===== config.mk =====
export PLATFORM = sky130hd
export DESIGN_NAME = sfcmd_core
export DESIGN_NICKNAME = d
export VERILOG_FILES = /design/src/verilog/sfcmd_pkg.sv /design/src/verilog/sfcmd_sync.sv /design/src/verilog/sfcmd_delay.sv /design/src/verilog/sfcmd_core.sv
export VERILOG_INCLUDE_DIRS = /design/src /design/src/verilog
export SDC_FILE = /design/constraint.sdc
export NUM_CORES = 1
export LEC_CHECK = 0
export BUFFER_PORTS_ARGS = -buffer_cell sky130_fd_sc_hd__buf_2
export CORE_ASPECT_RATIO = 0.75
export CORE_MARGIN = 4
export CORE_UTILIZATION = 49
export CTS_CLUSTER_SIZE = 14
export DETAILED_ROUTE_END_ITERATION = 8
export PLACE_DENSITY = 0.66
export SYNTH_ARGS = -nofsm -noshare
export SYNTH_HDL_FRONTEND = slang
export SYNTH_SLANG_ARGS = --single-unit
export TNS_END_PERCENT = 1

===== constraint.sdc =====
create_clock -name sys_clk -period 3.4 [get_ports sys_clk]
set_input_delay 0.17 -clock sys_clk [delete_from_list [all_inputs] [get_ports sys_clk]]
set_output_delay 0.17 -clock sys_clk [all_outputs]
set_load 0.01 [all_outputs]

===== src/verilog/sfcmd_consts.svh =====
// Constants for the serial flash status, ID and power command block
`ifndef SFCMD_CONSTS_SVH
`define SFCMD_CONSTS_SVH

`define SFCMD_OP_WRSR1 8'h01
`define SFCMD_OP_WRSR2 8'h31
`define SFCMD_OP_ID 8'h9F
`define SFCMD_OP_DPD 8'hB9
`define SFCMD_OP_RES 8'hAB
`define SFCMD_BIT_LOCK 7
`define SFCMD_GP_HI 5
`define SFCMD_GP_LO 2
`define SFCMD_BIT_PERMIT 4
`define SFCMD_ID_LEN_BYTE 8'h00
`define SFCMD_ID_BYTES 3'h4
`define SFCMD_BIT_LAST 3'h7
`define SFCMD_ENTER_NS 3000
`define SFCMD_RESUME_NS 8000
`define SFCMD_CLK_NS 100
// Longest delays round down, never below one cycle
`define SFCMD_ENTER_CYC ((`SFCMD_ENTER_NS / `SFCMD_CLK_NS) < 1 ? 1 : \
  (`SFCMD_ENTER_NS / `SFCMD_CLK_NS))
`define SFCMD_RESUME_CYC ((`SFCMD_RESUME_NS / `SFCMD_CLK_NS) < 1 ? 1 : \
  (`SFCMD_RESUME_NS / `SFCMD_CLK_NS))
`define SFCMD_MAKER_CODE 8'hA5
`define SFCMD_FAMILY 3'h3
`define SFCMD_DENSITY 5'h05
`define SFCMD_SUBSERIES 3'h1
`define SFCMD_VERSION 5'h03

`endif


===== src/verilog/sfcmd_pkg.sv =====
// Types for the serial flash command block
package sfcmd_pkg;
  typedef enum logic [2:0] {
    SFCMD_OPCODE,
    SFCMD_WRSR1,
    SFCMD_WRSR2,
    SFCMD_IDREAD,
    SFCMD_IGNORE
  } sfcmd_phase_t;

  typedef enum logic [1:0] {
    SFCMD_STANDBY,
    SFCMD_ENTERING,
    SFCMD_POWERDOWN,
    SFCMD_RESUMING
  } sfcmd_power_t;
endpackage


===== src/verilog/sfcmd_sync.sv =====
// Two-flop synchroniser for one level from outside the clock domain
`timescale 1ns/10ps
module sfcmd_sync (
  input wire logic sys_clk, // System clock
  input wire logic rst_n, // Asynchronous reset, active low
  input wire logic clk_en, // Clock enable
  input wire logic rst_val, // Value held during reset
  input wire logic async_in, // Unsynchronised level
  output logic sync_out // Synchronised level
);
  logic stage1_ff;
  logic sync_ff;

  always_ff @(posedge sys_clk or negedge rst_n) begin
    if (!rst_n) begin
      stage1_ff <= 1'b0;
      sync_ff <= 1'b0;
    end else if (clk_en) begin
      stage1_ff <= async_in ^ rst_val;
      sync_ff <= stage1_ff;
    end
  end

  assign sync_out = sync_ff ^ rst_val;
endmodule


===== src/verilog/sfcmd_delay.sv =====
// Down counter that signals when a power transition delay has run out
`timescale 1ns/10ps
module sfcmd_delay (
  input wire logic sys_clk, // System clock
  input wire logic rst_n, // Asynchronous reset, active low
  input wire logic clk_en, // Clock enable
  input wire logic start, // Load the count, one-cycle pulse
  input wire logic [15:0] length, // Cycles to count
  output logic busy, // Count running
  output logic done // Count expired, one-cycle pulse
);
  logic [15:0] count_ff;
  logic done_ff;

  always_ff @(posedge sys_clk or negedge rst_n) begin
    if (!rst_n) begin
      count_ff <= 16'h0000;
      done_ff <= 1'b0;
    end else if (clk_en) begin
      done_ff <= 1'b0;
      if (start) begin
        count_ff <= length;
      end else if (count_ff != 16'h0000) begin
        count_ff <= count_ff - 16'h0001;
        if (count_ff == 16'h0001) begin
          done_ff <= 1'b1;
        end
      end
    end
  end

  assign busy = (count_ff != 16'h0000) || start;
  assign done = done_ff;
endmodule


===== src/verilog/sfcmd_core.sv =====
// Serial flash command interpreter: status writes, ID read, deep power-down
`timescale 1ns/10ps
`include "sfcmd_consts.svh"
module sfcmd_core #(
  parameter logic [15:0] ENTER_CYCLES = 16'(`SFCMD_ENTER_CYC),
  parameter logic [15:0] RESUME_CYCLES = 16'(`SFCMD_RESUME_CYC)
) (
  input wire logic sys_clk, // System clock, 10 MHz
  input wire logic rst_n, // Asynchronous reset, active low
  input wire logic clk_en, // Freezes all state while low
  input wire logic cs_n, // Chip select pin, active low
  input wire logic sck, // Serial clock pin
  input wire logic si, // Serial data in pin
  output logic so_out, // Serial data out value
  output logic so_oe, // Serial data out enable
  input wire logic wp_n, // Write-protect pin, active low
  input wire logic wr_en_done, // Write enable command done, pulse
  input wire logic op_busy, // Self-timed program or erase running
  output logic write_enable_latch, // Latch state
  output logic protect_lock_bit, // Protection lock state
  output logic soft_reset_permit, // Reset command permit
  output logic global_req, // Global protect decision request, pulse
  output logic [3:0] global_code, // Protect code for the request
  output logic global_prior_lock, // Lock value before the write
  output logic deep_powerdown, // Device in deep power-down
  output logic standby // Deselected, idle and powered up
);
  // ==========================================================
  // Pin synchronisers
  logic cs_n_s;
  logic sck_s;
  logic si_s;
  logic wp_n_s;

  sfcmd_sync u_sync_cs (.sys_clk(sys_clk), .rst_n(rst_n), .clk_en(clk_en),
    .rst_val(1'b1), .async_in(cs_n), .sync_out(cs_n_s));
  sfcmd_sync u_sync_sck (.sys_clk(sys_clk), .rst_n(rst_n), .clk_en(clk_en),
    .rst_val(1'b0), .async_in(sck), .sync_out(sck_s));
  sfcmd_sync u_sync_si (.sys_clk(sys_clk), .rst_n(rst_n), .clk_en(clk_en),
    .rst_val(1'b0), .async_in(si), .sync_out(si_s));
  sfcmd_sync u_sync_wp (.sys_clk(sys_clk), .rst_n(rst_n), .clk_en(clk_en),
    .rst_val(1'b1), .async_in(wp_n), .sync_out(wp_n_s));

  // ==========================================================
  // Edge detection
  logic sck_d_ff;
  logic cs_n_d_ff;
  logic sck_rise;
  logic sck_fall;
  logic cs_rise;
  logic cs_fall;

  always_ff @(posedge sys_clk or negedge rst_n) begin
    if (!rst_n) begin
      sck_d_ff <= 1'b0;
      cs_n_d_ff <= 1'b1;
    end else if (clk_en) begin
      sck_d_ff <= sck_s;
      cs_n_d_ff <= cs_n_s;
    end
  end

  assign sck_rise = sck_s && !sck_d_ff && !cs_n_s;
  assign sck_fall = !sck_s && sck_d_ff && !cs_n_s;
  assign cs_rise = cs_n_s && !cs_n_d_ff;
  assign cs_fall = !cs_n_s && cs_n_d_ff;

  // ==========================================================
  // Bit and byte framing
  logic [2:0] bit_cnt_ff;
  logic [7:0] shift_ff;
  logic byte_done;
  logic [7:0] byte_val;
  logic [2:0] byte_cnt_ff;
  logic aligned;

  assign byte_done = sck_rise && (bit_cnt_ff == `SFCMD_BIT_LAST);
  assign byte_val = {shift_ff[6:0], si_s};
  assign aligned = (bit_cnt_ff == 3'h0);

  always_ff @(posedge sys_clk or negedge rst_n) begin
    if (!rst_n) begin
      bit_cnt_ff <= 3'h0;
      shift_ff <= 8'h00;
    end else if (clk_en) begin
      if (cs_fall) begin
        bit_cnt_ff <= 3'h0;
      end else if (sck_rise) begin
        bit_cnt_ff <= bit_cnt_ff + 3'h1;
        shift_ff <= byte_val;
      end
    end
  end

  always_ff @(posedge sys_clk or negedge rst_n) begin
    if (!rst_n) begin
      byte_cnt_ff <= 3'h0;
    end else if (clk_en) begin
      if (cs_fall) begin
        byte_cnt_ff <= 3'h0;
      end else if (byte_done && byte_cnt_ff != 3'h7) begin
        byte_cnt_ff <= byte_cnt_ff + 3'h1;
      end
    end
  end

  // ==========================================================
  // Power state and delay counter
  sfcmd_pkg::sfcmd_power_t pwr_ff;
  sfcmd_pkg::sfcmd_power_t nxt_pwr;
  logic dly_start;
  logic [15:0] dly_len;
  logic dly_busy;
  logic dly_done;
  logic dpd_commit;
  logic res_commit;

  sfcmd_delay u_delay (.sys_clk(sys_clk), .rst_n(rst_n), .clk_en(clk_en),
    .start(dly_start), .length(dly_len), .busy(dly_busy), .done(dly_done));

  // ==========================================================
  // Command phase
  sfcmd_pkg::sfcmd_phase_t phase_ff;
  logic [7:0] opcode_ff;
  logic [7:0] data_ff;
  logic data_ok_ff;
  logic frame_ok_ff;

  function automatic logic cmd_allowed(input sfcmd_pkg::sfcmd_power_t p,
                                       input logic [7:0] op);
    case (p)
      sfcmd_pkg::SFCMD_STANDBY: cmd_allowed = 1'b1;
      sfcmd_pkg::SFCMD_POWERDOWN: cmd_allowed = (op == `SFCMD_OP_RES);
      default: cmd_allowed = 1'b0;
    endcase
  endfunction

  // A frame that starts during a transition is ignored to its end
  always_ff @(posedge sys_clk or negedge rst_n) begin
    if (!rst_n) begin
      frame_ok_ff <= 1'b0;
    end else if (clk_en) begin
      if (cs_fall) begin
        frame_ok_ff <= (pwr_ff == sfcmd_pkg::SFCMD_STANDBY) ||
                       (pwr_ff == sfcmd_pkg::SFCMD_POWERDOWN);
      end
    end
  end

  always_ff @(posedge sys_clk or negedge rst_n) begin
    if (!rst_n) begin
      phase_ff <= sfcmd_pkg::SFCMD_OPCODE;
      opcode_ff <= 8'h00;
    end else if (clk_en) begin
      if (cs_fall) begin
        phase_ff <= sfcmd_pkg::SFCMD_OPCODE;
        opcode_ff <= 8'h00;
      end else if (byte_done) begin
        case (phase_ff)
          sfcmd_pkg::SFCMD_OPCODE: begin
            opcode_ff <= byte_val;
            if (!frame_ok_ff || !cmd_allowed(pwr_ff, byte_val)) begin
              phase_ff <= sfcmd_pkg::SFCMD_IGNORE;
            end else begin
              case (byte_val)
                `SFCMD_OP_WRSR1: phase_ff <= sfcmd_pkg::SFCMD_WRSR1;
                `SFCMD_OP_WRSR2: phase_ff <= sfcmd_pkg::SFCMD_WRSR2;
                `SFCMD_OP_ID: phase_ff <= sfcmd_pkg::SFCMD_IDREAD;
                default: phase_ff <= sfcmd_pkg::SFCMD_IGNORE;
              endcase
            end
          end
          sfcmd_pkg::SFCMD_WRSR1,
          sfcmd_pkg::SFCMD_WRSR2: phase_ff <= sfcmd_pkg::SFCMD_IGNORE;
          sfcmd_pkg::SFCMD_IDREAD: phase_ff <= sfcmd_pkg::SFCMD_IDREAD;
          default: phase_ff <= sfcmd_pkg::SFCMD_IGNORE;
        endcase
      end
    end
  end

  // First data byte only; later bytes are discarded
  always_ff @(posedge sys_clk or negedge rst_n) begin
    if (!rst_n) begin
      data_ff <= 8'h00;
      data_ok_ff <= 1'b0;
    end else if (clk_en) begin
      if (cs_fall) begin
        data_ok_ff <= 1'b0;
      end else if (byte_done && (phase_ff == sfcmd_pkg::SFCMD_WRSR1 ||
                                 phase_ff == sfcmd_pkg::SFCMD_WRSR2)) begin
        data_ff <= byte_val;
        data_ok_ff <= 1'b1;
      end
    end
  end

  // ==========================================================
  // Commit at deselect
  logic wr1_seen;
  logic wr2_seen;
  logic wr1_full;
  logic wr2_full;
  logic wr_lock_clear;
  logic latch_clear;

  // Opcode taken when the opcode byte was allowed in this power state
  assign wr1_seen = cs_rise && frame_ok_ff && (pwr_ff ==
    sfcmd_pkg::SFCMD_STANDBY) && (opcode_ff == `SFCMD_OP_WRSR1) &&
    (byte_cnt_ff != 3'h0);
  assign wr2_seen = cs_rise && frame_ok_ff && (pwr_ff ==
    sfcmd_pkg::SFCMD_STANDBY) && (opcode_ff == `SFCMD_OP_WRSR2) &&
    (byte_cnt_ff != 3'h0);
  // Second write also needs a byte-aligned deselect
  assign wr1_full = wr1_seen && data_ok_ff && write_enable_latch;
  assign wr2_full = wr2_seen && data_ok_ff && aligned &&
                    write_enable_latch;
  assign wr_lock_clear = protect_lock_bit && !data_ff[`SFCMD_BIT_LOCK];
  assign latch_clear = wr1_seen || wr2_seen;

  always_ff @(posedge sys_clk or negedge rst_n) begin
    if (!rst_n) begin
      write_enable_latch <= 1'b0;
    end else if (clk_en) begin
      if (wr_en_done && !(pwr_ff == sfcmd_pkg::SFCMD_POWERDOWN)) begin
        write_enable_latch <= 1'b1; // Set wins over clear
      end else if (latch_clear) begin
        write_enable_latch <= 1'b0;
      end
    end
  end

  always_ff @(posedge sys_clk or negedge rst_n) begin
    if (!rst_n) begin
      protect_lock_bit <= 1'b0;
    end else if (clk_en) begin
      // Write-protect pin lets the lock only be set
      if (wr1_full && !(wr_lock_clear && !wp_n_s)) begin
        protect_lock_bit <= data_ff[`SFCMD_BIT_LOCK];
      end
    end
  end

  always_ff @(posedge sys_clk or negedge rst_n) begin
    if (!rst_n) begin
      global_req <= 1'b0;
      global_code <= 4'h0;
      global_prior_lock <= 1'b0;
    end else if (clk_en) begin
      global_req <= wr1_full && !(wr_lock_clear && !wp_n_s);
      if (wr1_full) begin
        global_code <= data_ff[`SFCMD_GP_HI:`SFCMD_GP_LO];
        global_prior_lock <= protect_lock_bit;
      end
    end
  end

  always_ff @(posedge sys_clk or negedge rst_n) begin
    if (!rst_n) begin
      soft_reset_permit <= 1'b0;
    end else if (clk_en) begin
      if (wr2_full) begin
        soft_reset_permit <= data_ff[`SFCMD_BIT_PERMIT];
      end
    end
  end

  // ==========================================================
  // Power sequencing
  assign dpd_commit = cs_rise && frame_ok_ff && aligned && !op_busy &&
    (pwr_ff == sfcmd_pkg::SFCMD_STANDBY) && (byte_cnt_ff != 3'h0) &&
    (opcode_ff == `SFCMD_OP_DPD);
  assign res_commit = cs_rise && frame_ok_ff && aligned &&
    (pwr_ff == sfcmd_pkg::SFCMD_POWERDOWN) && (byte_cnt_ff != 3'h0) &&
    (opcode_ff == `SFCMD_OP_RES);

  always_comb begin
    nxt_pwr = pwr_ff;
    dly_start = 1'b0;
    dly_len = ENTER_CYCLES;
    case (pwr_ff)
      sfcmd_pkg::SFCMD_STANDBY: begin
        if (dpd_commit) begin
          nxt_pwr = sfcmd_pkg::SFCMD_ENTERING;
          dly_start = 1'b1;
        end
      end
      sfcmd_pkg::SFCMD_ENTERING: begin
        if (dly_done) begin
          nxt_pwr = sfcmd_pkg::SFCMD_POWERDOWN;
        end
      end
      sfcmd_pkg::SFCMD_POWERDOWN: begin
        if (res_commit) begin
          nxt_pwr = sfcmd_pkg::SFCMD_RESUMING;
          dly_start = 1'b1;
          dly_len = RESUME_CYCLES;
        end
      end
      sfcmd_pkg::SFCMD_RESUMING: begin
        if (dly_done) begin
          nxt_pwr = sfcmd_pkg::SFCMD_STANDBY;
        end
      end
      default: nxt_pwr = sfcmd_pkg::SFCMD_STANDBY;
    endcase
  end

  always_ff @(posedge sys_clk or negedge rst_n) begin
    if (!rst_n) begin
      pwr_ff <= sfcmd_pkg::SFCMD_STANDBY;
    end else if (clk_en) begin
      pwr_ff <= nxt_pwr;
    end
  end

  assign deep_powerdown = (pwr_ff == sfcmd_pkg::SFCMD_POWERDOWN) ||
                          (pwr_ff == sfcmd_pkg::SFCMD_ENTERING);
  assign standby = cs_n_s && !op_busy && !dly_busy &&
                   (pwr_ff == sfcmd_pkg::SFCMD_STANDBY);

  // ==========================================================
  // Identification output
  logic [7:0] id_byte;
  logic so_ff;
  logic so_oe_ff;

  function automatic logic [7:0] id_lookup(input logic [2:0] idx);
    case (idx)
      3'h0: id_lookup = `SFCMD_MAKER_CODE; // Arbitrary maker code
      3'h1: id_lookup = {`SFCMD_FAMILY, `SFCMD_DENSITY};
      3'h2: id_lookup = {`SFCMD_SUBSERIES, `SFCMD_VERSION};
      default: id_lookup = `SFCMD_ID_LEN_BYTE;
    endcase
  endfunction

  // byte_cnt counts the opcode too, so data byte n is count n+1
  assign id_byte = id_lookup(byte_cnt_ff - 3'h1);

  always_ff @(posedge sys_clk or negedge rst_n) begin
    if (!rst_n) begin
      so_ff <= 1'b0;
      so_oe_ff <= 1'b0;
    end else if (clk_en) begin
      if (cs_n_s) begin
        so_oe_ff <= 1'b0;
      end else if (sck_fall) begin
        if (phase_ff == sfcmd_pkg::SFCMD_IDREAD && byte_cnt_ff != 3'h0 &&
            byte_cnt_ff <= `SFCMD_ID_BYTES) begin
          so_ff <= id_byte[3'h7 - bit_cnt_ff];
          so_oe_ff <= 1'b1;
        end else begin
          so_oe_ff <= 1'b0;
        end
      end
    end
  end

  assign so_out = so_ff;
  assign so_oe = so_oe_ff;
endmodule


==> results.md, run 1 <==
* Status: finished, violations left
* Failing checks: negative hold slack
* Core area at about 7400 um2
* PostCTS Resize Cnt at 0
* Tmin final at approximately 2700 ps
* CTS Hold Bufs at 2
* Peak supply drop at about 0.28 mV
* Vias per cell at slightly below 6
* Max incr delay on CP at ~570 ps
* Ant diodes at 0
* R2r setup slk at approximately 850 ps
* Port Buffers at 21
* Synthesized Nets at ~370
* Mapped Cells at around 350
* Vias at roughly 2,800
* Most frequent cells in the layout: 70 x dfrtp_1, 27 x mux2_2, 26 x nand2_1
* Post-DP HPWL at ~5.7 mm
* Worst slew pin tran at approximately 1000 ps
* WL/cell at 16.8 um
* Final setup fails at 0
* Clock Root Buffer: clkbuf_8
* Post-synth EDFFs at 0
* Clock tree buffer depth at 2
* Sequential area share after synthesis at approximately 47%
* Synth warnings at 0
* Worst path cell trace: or4b_4 -> nor4_4 -> o21a_1 -> nor4_1 -> buf_2
* Setup TNS at 0 ps
* Crit share post-route at around 79%
* Unrepaired setup endpoints after global routing: false
* Pins Over Slew Limit at 0
* CP startpoint: u_sync_cs.sync_ff
* WP data required at ~3200 ps
* Vias in the first global route at between 2,000 and 3,000
* Filler cell count in the final layout at 630
* Hold slack at -2.52 ps
* Seq. cell area at roughly 1800 um2
* HP Class: input port to asynchronous set/reset pin
* Height of the die at 83.8 um
* Layout Skew at 8.95 ps
* Syn avg cell area at approximately 11 um2
* Dominant synthesized flop cell: dfrtp_1
* Yosys reg bits at just over 70
* Number of H-tree levels at 3
* Hold Vio Cnt, Final at 5
* TritonCTS clock tree: built
* Critical path buffers and inverters at 1
* Gr ovfl total at 0
* Cell family with most CP delay: simple AND/OR/NAND/NOR gates
* Nets at about 400
* Placer Congestion at around 0.83
* Initial drt markers at roughly 150
* CTS Buf Count at 9
* Mapped Area at ~3700 um2
* R2R Path Start: u_sync_cs.sync_ff
* Die area at around 9000 um2
* Reg clk slew, reported paths at approximately 80 ps
* Maxcap violations at 0
* All-layer global routing usage at between 10% and 20%
* Slowest CP cell: or4b_4
* Clock sinks at 71
* # Post-CTS Setup Buffers at 0
* Syn-to-layout area delta at 10.3%
* Crit end category: output pin
* CP startpoint kind: register
* First-pass GRT wire length at approximately 14 mm
* Largest net degree at the start of global routing at 48
* Fmax at about 370 MHz
* FP Rows at 27
* Remaining antenna violation count at 0
* Commonest non-fill, non-tap cell in the layout: dfrtp_1
* Leak Pwr at about 1.8 nW
* DIE WIDTH at approximately 110 um
* Arr. time, crit path at 2510 ps
* FFs w/ async S/R, synth at between 90% and 100%
* IO Count at 22
* Share of layout cells above drive strength 1 at 20.4%
* Count of TritonRoute iterations in the first routing pass at 5
* PwrDens at 469 nW/um2
* Number of distinct library cells after synthesis at between 60 and 70
* Initial core utilization at approximately 51%
* Final WL at roughly 8 mm
* DRC Markers at 0
* Layout Utilization at about 56%
* Crit Path Class: register to output pin
* Clock latency on the worst-skew pair at 350 ps
* Slew headroom at 31.0%
* Area of the multi-input gates at between 1500 and 2000 um2
* Peak fanout along the critical path at 12
* Initial antenna violation count at 0
==> final timing paths <==
| check | end | depth (start not counted) |
|---|---|---|
| max in group asynchronous | cs_n_d_ff | 2 |
| min reg2reg | u_delay.done | 1 |
| min | u_delay.count_ff[10] | 1 |
| max reg2reg | u_delay.count_ff[6] | 5 |
| min in group sys_clk | u_sync_sck.stage1_ff | 2 |
| max | standby | 5 |
==> metrics by stage <==
step	std cells	area (um2)	power, W	hold WS [ps]	worst slack [ps]
global placement	461	3950	0.00133	348	885
detailed placement	461	3950	0.00134	365	881
finish	478	4140	0.00194	-2.52	717
floorplan	348	3750	0.00124	-126	1180
global route	478	4140	0.00205	49.3	551
CTS	478	4140	0.00196	29.7	708
==> state kept, by name (all words and copies together) (netlist names), 2 cells and up <==
name / cells
u_delay.count_ff: 16
opcode_ff: 8
shift_ff: 7
data_ff: 5
global_code: 4
bit_cnt_ff: 3
byte_cnt_ff: 3
phase_ff: 3
pwr_ff: 2
==> Yosys cell counts, drive strengths merged, types with 2 or more instances <==
library cell	instances	area share, %
o21ai	19	2.6
a221o	2	0.53
o21a	3	0.60
nor2b	7	1.2
or4	3	0.60
ha	16	5.3
and2	3	0.50
a21oi	11	1.5
o22ai	3	0.50
a211oi	2	0.40
nor4	10	2.4
and3	4	0.67
nor3	11	1.6
dfrtp	70	47
xnor2	2	0.47
nor3b	2	0.40
a22o	14	3.3
o2bb2ai	4	0.93
nand4	7	1.2
mux2	29	8.7
nor4b	2	0.47
nand3b	3	0.60
mux2i	2	0.53
o221ai	2	0.47
nor2	18	1.8
nand2b	6	1.0
a31oi	6	1.0
nand2	26	2.6
buf	7	1.2
clkbuf	6	0.60
inv	14	1.4
a22oi	2	0.40
nand3	7	0.93
a21o	2	0.40
==> layer usage <==
metal	up-vias	track usage, %	part of all wire (%)	wire length (um)
met5	-	0	0	0
met4	0	5.96	1.2	99
met3	9	4.64	4.8	384
met2	71	26.0	43	3450
met1	1396	29.4	51	4100
li1	1347	-	-	-
==> area by class of cell <==
cell class,instances,area share [%]
Timing Repair Buffer,27,3.75
Tap cell,101,3.06
Clock inverter,5,0.817
Inverter,15,1.36
Multi-Input combinational cell,249,44.7
Clock buffer,10,3.33
Sequential cell,71,43.0
==> report_power, final <==
part	total, W	switching (W)	internal, W
logic	0.000301	0.000164	0.000137
registers	0.00103	0.000109	0.000919
clock network	0.000612	0.000332	0.000281
total	0.00194	0.000604	0.00134
==> cells by family after synthesis <==
logic type / Yosys count / share of synthesized area [%]
DFF: 71 / 47.4
muxes: 31 / 9.24
buffers and inverters: 28 / 3.27
xor gates and xnor gates: 3 / 0.701
adders and majority gates: 16 / 5.34
AOI/OAI and AO/OA: 82 / 16.1
and+or+nand+nor: 117 / 17.9
(Power assumes the default switching activity.)
==> inputs of run 2 (changes only) <==
- ABC_AREA: not set -> 1
- PLACE_DENSITY: 0.66 -> 0.69
- clock period: 3.4 -> 2.2 ns (I/O delays scaled with it)
==> results.md, run 2 <==
* Clock tree buffer depth at 2
* HP Class: input port to register
* Layout Skew at between 6 and 7 ps
* Cell family with most CP delay: flip-flops
* Peak supply drop at about 0.60 mV
* Post-DP HPWL at between 6 and 7 mm
* FFs w/ async S/R, synth at 100%
* Synth top area cells: dfrtp_1 45%, nand2_1 18%, inv_1 6.6%
* Layout Utilization at approximately 58%
* Max incr delay on CP at between 400 and 500 ps
* Final worst setup slack at ~120 ps
* Syn avg cell area at between 7 and 8 um2
* All-layer global routing usage at just over 20%
* Initial drt markers at roughly 180
* Vias per cell at 5.03
* Post-Synth Adder-Cell Area at slightly above 5%
* Synthesized Nets at between 500 and 600
* Slowest CP cell: dfrtp_1
* Filler cell count in the final layout at about 740
* Clock latency on the worst-skew pair at 360 ps
* Status: complete, no violations
* Count of TritonRoute iterations in the first routing pass at 4
* CTS Buf Count at 9
* Tmin final at between 2000 and 2500 ps
* Initial antenna violation count at 0
* Unrepaired setup endpoints after global routing: true
* Arr. time, crit path at ~2000 ps
* Largest family of logic cells by synthesized area: simple AND/OR/NAND/NOR gates
* Vias at between 3,000 and 4,000
* Final WL at 9.02 mm
* Nets at roughly 600
* Core area at about 7600 um2
* Post-synth EDFFs at 0
* Hold Vio Cnt, Final at 0
* Placer Congestion at 0.904
* Port Buffers at 21
* Sequential area share after synthesis at between 40% and 50%
* Crit end category: output pin
* Mapped Cells at ~530
* Hold path depth at 3
* Seq. cell area at around 1800 um2
* Biggest regs: u_delay.count_ff: 16 flops, opcode_ff: 8 flops, shift_ff: 7 flops
* Worst slew pin tran at 450 ps
* Hold Path Sink: write_enable_latch
* FP Rows at 27
* Final setup fails at 0
* Gr ovfl total at 0
* Multiplexer area fraction after synthesis at 0%
* WP data required at 2090 ps
* Clock sinks at 71
* Fmax at just under 500 MHz
* Largest register by flop count: u_delay.count_ff
* Commonest cells post-synth: 189 x nand2_1, 70 x dfrtp_1, 69 x inv_1, 55 x nor2_1, 44 x o21ai_0
* Place WS at approximately 57 ps
* Critical path buffers and inverters at 3
* Post-Synth Simple-Gate Area at about a third
* Reg clk slew, reported paths at roughly 70 ps
* Largest net degree at the start of global routing at between 70 and 80
* Leak Pwr at 2.35 nW
* Syn-to-layout area delta at 12.1%
* Slew headroom at a little over two thirds
* Worst Reg-to-Reg Cells at 11
* Post-synthesis xor/xnor area fraction at under 10%
* Number of H-tree levels at 3
* Worst r2r dst: u_delay.count_ff[2]
* Die area at around 9500 um2
* PwrDens at around 850 nW/um2
* First-pass GRT wire length at roughly 15 mm
* DIE WIDTH at roughly 110 um
* CP startpoint kind: register
* Pins Over Slew Limit at 0
* Maxcap violations at 0
* Synth Area in Compound Gates at 8.01%
* R2r setup slk at about 190 ps
* Dominant synthesized flop cell: dfrtp_1
* Crit share post-route at 94.6%
* DRC Markers at 0
* IO Count at 22
* Peak fanout along the critical path at 4
* Area of the multi-input gates at 1860 um2
* Most frequent cells in the layout: 189 x nand2_1, 70 x dfrtp_1, 68 x inv_1
* Crit. path cell count at 10
* Height of the die at about 85 um
* Clock Root Buffer: clkbuf_8
* Vias in the first global route at around 3,100
* Area leader, netlist: dfrtp_1
* Ant diodes at 0
* Commonest non-fill, non-tap cell in the layout: nand2_1
* Initial core utilization at about half
* Mapped Area at 3920 um2
* Remaining antenna violation count at 0
* Overall Power at approximately 0.0037 W
* Share of layout cells above drive strength 1 at 10.2%
* Hold Crit Start: wr_en_done
* Most common cell in the netlist: nand2_1
* Synth warnings at 0
* TritonCTS clock tree: built
* R2R Path Start: bit_cnt_ff[0]
* Number of distinct library cells after synthesis at 29
* Worst path cell trace: inv_1 -> ha_1 -> inv_1 -> nor2_2 -> nand2_1 -> nor2_2 -> o21ai_4 -> nand2_4 -> nor2_1 -> buf_2
* Synth top area share at between 40% and 50%
* WL/cell at ~13 um
* Crit Path Class: register to output pin
* Yosys reg bits at 71
* Largest register FFs at 16
==> run 2: cell count changes after synthesis, moves of 5 or more <==
| cell | before | now |
|---|---|---|
| nor2_1 | 18 | 55 |
| a22o_1 | 14 | 0 |
| inv_1 | 14 | 69 |
| a31oi_1 | 6 | 0 |
| nor4_1 | 7 | 0 |
| mux2_2 | 27 | 0 |
| o21ai_0 | 15 | 44 |
| nand2_1 | 26 | 189 |
| nor2b_1 | 7 | 0 |
| a21oi_1 | 11 | 2 |
| nand2b_1 | 6 | 0 |
| nor3_1 | 10 | 5 |
| nand3_1 | 7 | 32 |
==> run 2: layout make-up <==
cell class / instances / share of cell area, %
Clock buffer: 10 / 3.13
Sequential cell: 71 / 40.4
Tap cell: 101 / 2.88
Inverter: 70 / 6.09
Multi-Input combinational cell: 383 / 42.2
Timing Repair Buffer: 31 / 4.67
Clock inverter: 5 / 0.569
==> run 2: kinds of logic after synthesis <==
logic type | count (synthesis)
simple gates | 301
buf+inv | 78
flops | 71
compound gates | 58
fa+ha+maj | 16
xor+xnor | 8
==> run 2: how the worst max path moves through the flow <==
stage / from / endpoint
floorplan: byte_cnt_ff[0] / u_delay.count_ff[12]
global placement: byte_cnt_ff[0] / u_delay.count_ff[11]
detailed placement: byte_cnt_ff[0] / u_delay.count_ff[11]
CTS: pwr_ff[0] / u_delay.count_ff[2]
global route: pwr_ff[0] / standby
finish: pwr_ff[0] / standby
==> run 2: metal layers <==
metal  GRT usage, %  vias to the layer above  wire length, um
met3           5.63                       10              513
li1               -                     1738                -
met4           6.30                        0              110
met5              0                        -                0
met2           27.9                       84             3480
met1           30.6                     1544             4920
==> run 2: through the flow <==
| step | instance area [um2] | instances | TNS (ps) | hold slack [ps] |
|---|---|---|---|---|
| finish | 4400 | 671 | 0 | 18.1 |
| global route | 4400 | 671 | -82.5 | 10.4 |
| CTS | 4380 | 671 | 0 | 8.12 |
| detailed placement | 4150 | 650 | 0 | 168 |
| global placement | 4150 | 650 | 0 | 163 |
| floorplan | 3920 | 532 | 0 | -186 |
==> run 2: repair_timing <==
action | CTS | global route
endpoints found under the hold margin | 74 | 0
buffers inserted | 1 | 0
endpoints found under the setup margin | 1 | 18
hold buffers | 5 | 0
resized for setup | 1 | 5
pin swaps | 1 | 0
==> run 2: tightest hold or removal path: cells and delay by family <==
kind	cells	cell delay [ps]
buffers and inverters	1	80
and+or+nand+nor	2	150
==> run 2: power by group <==
part	internal, W	leakage (nW)	total [W]	switching [W]
combinational	0.000405	1.32	0.00112	0.000719
clock	0.000423	0.0914	0.000895	0.000472
sequential	0.00149	0.941	0.00172	0.000224
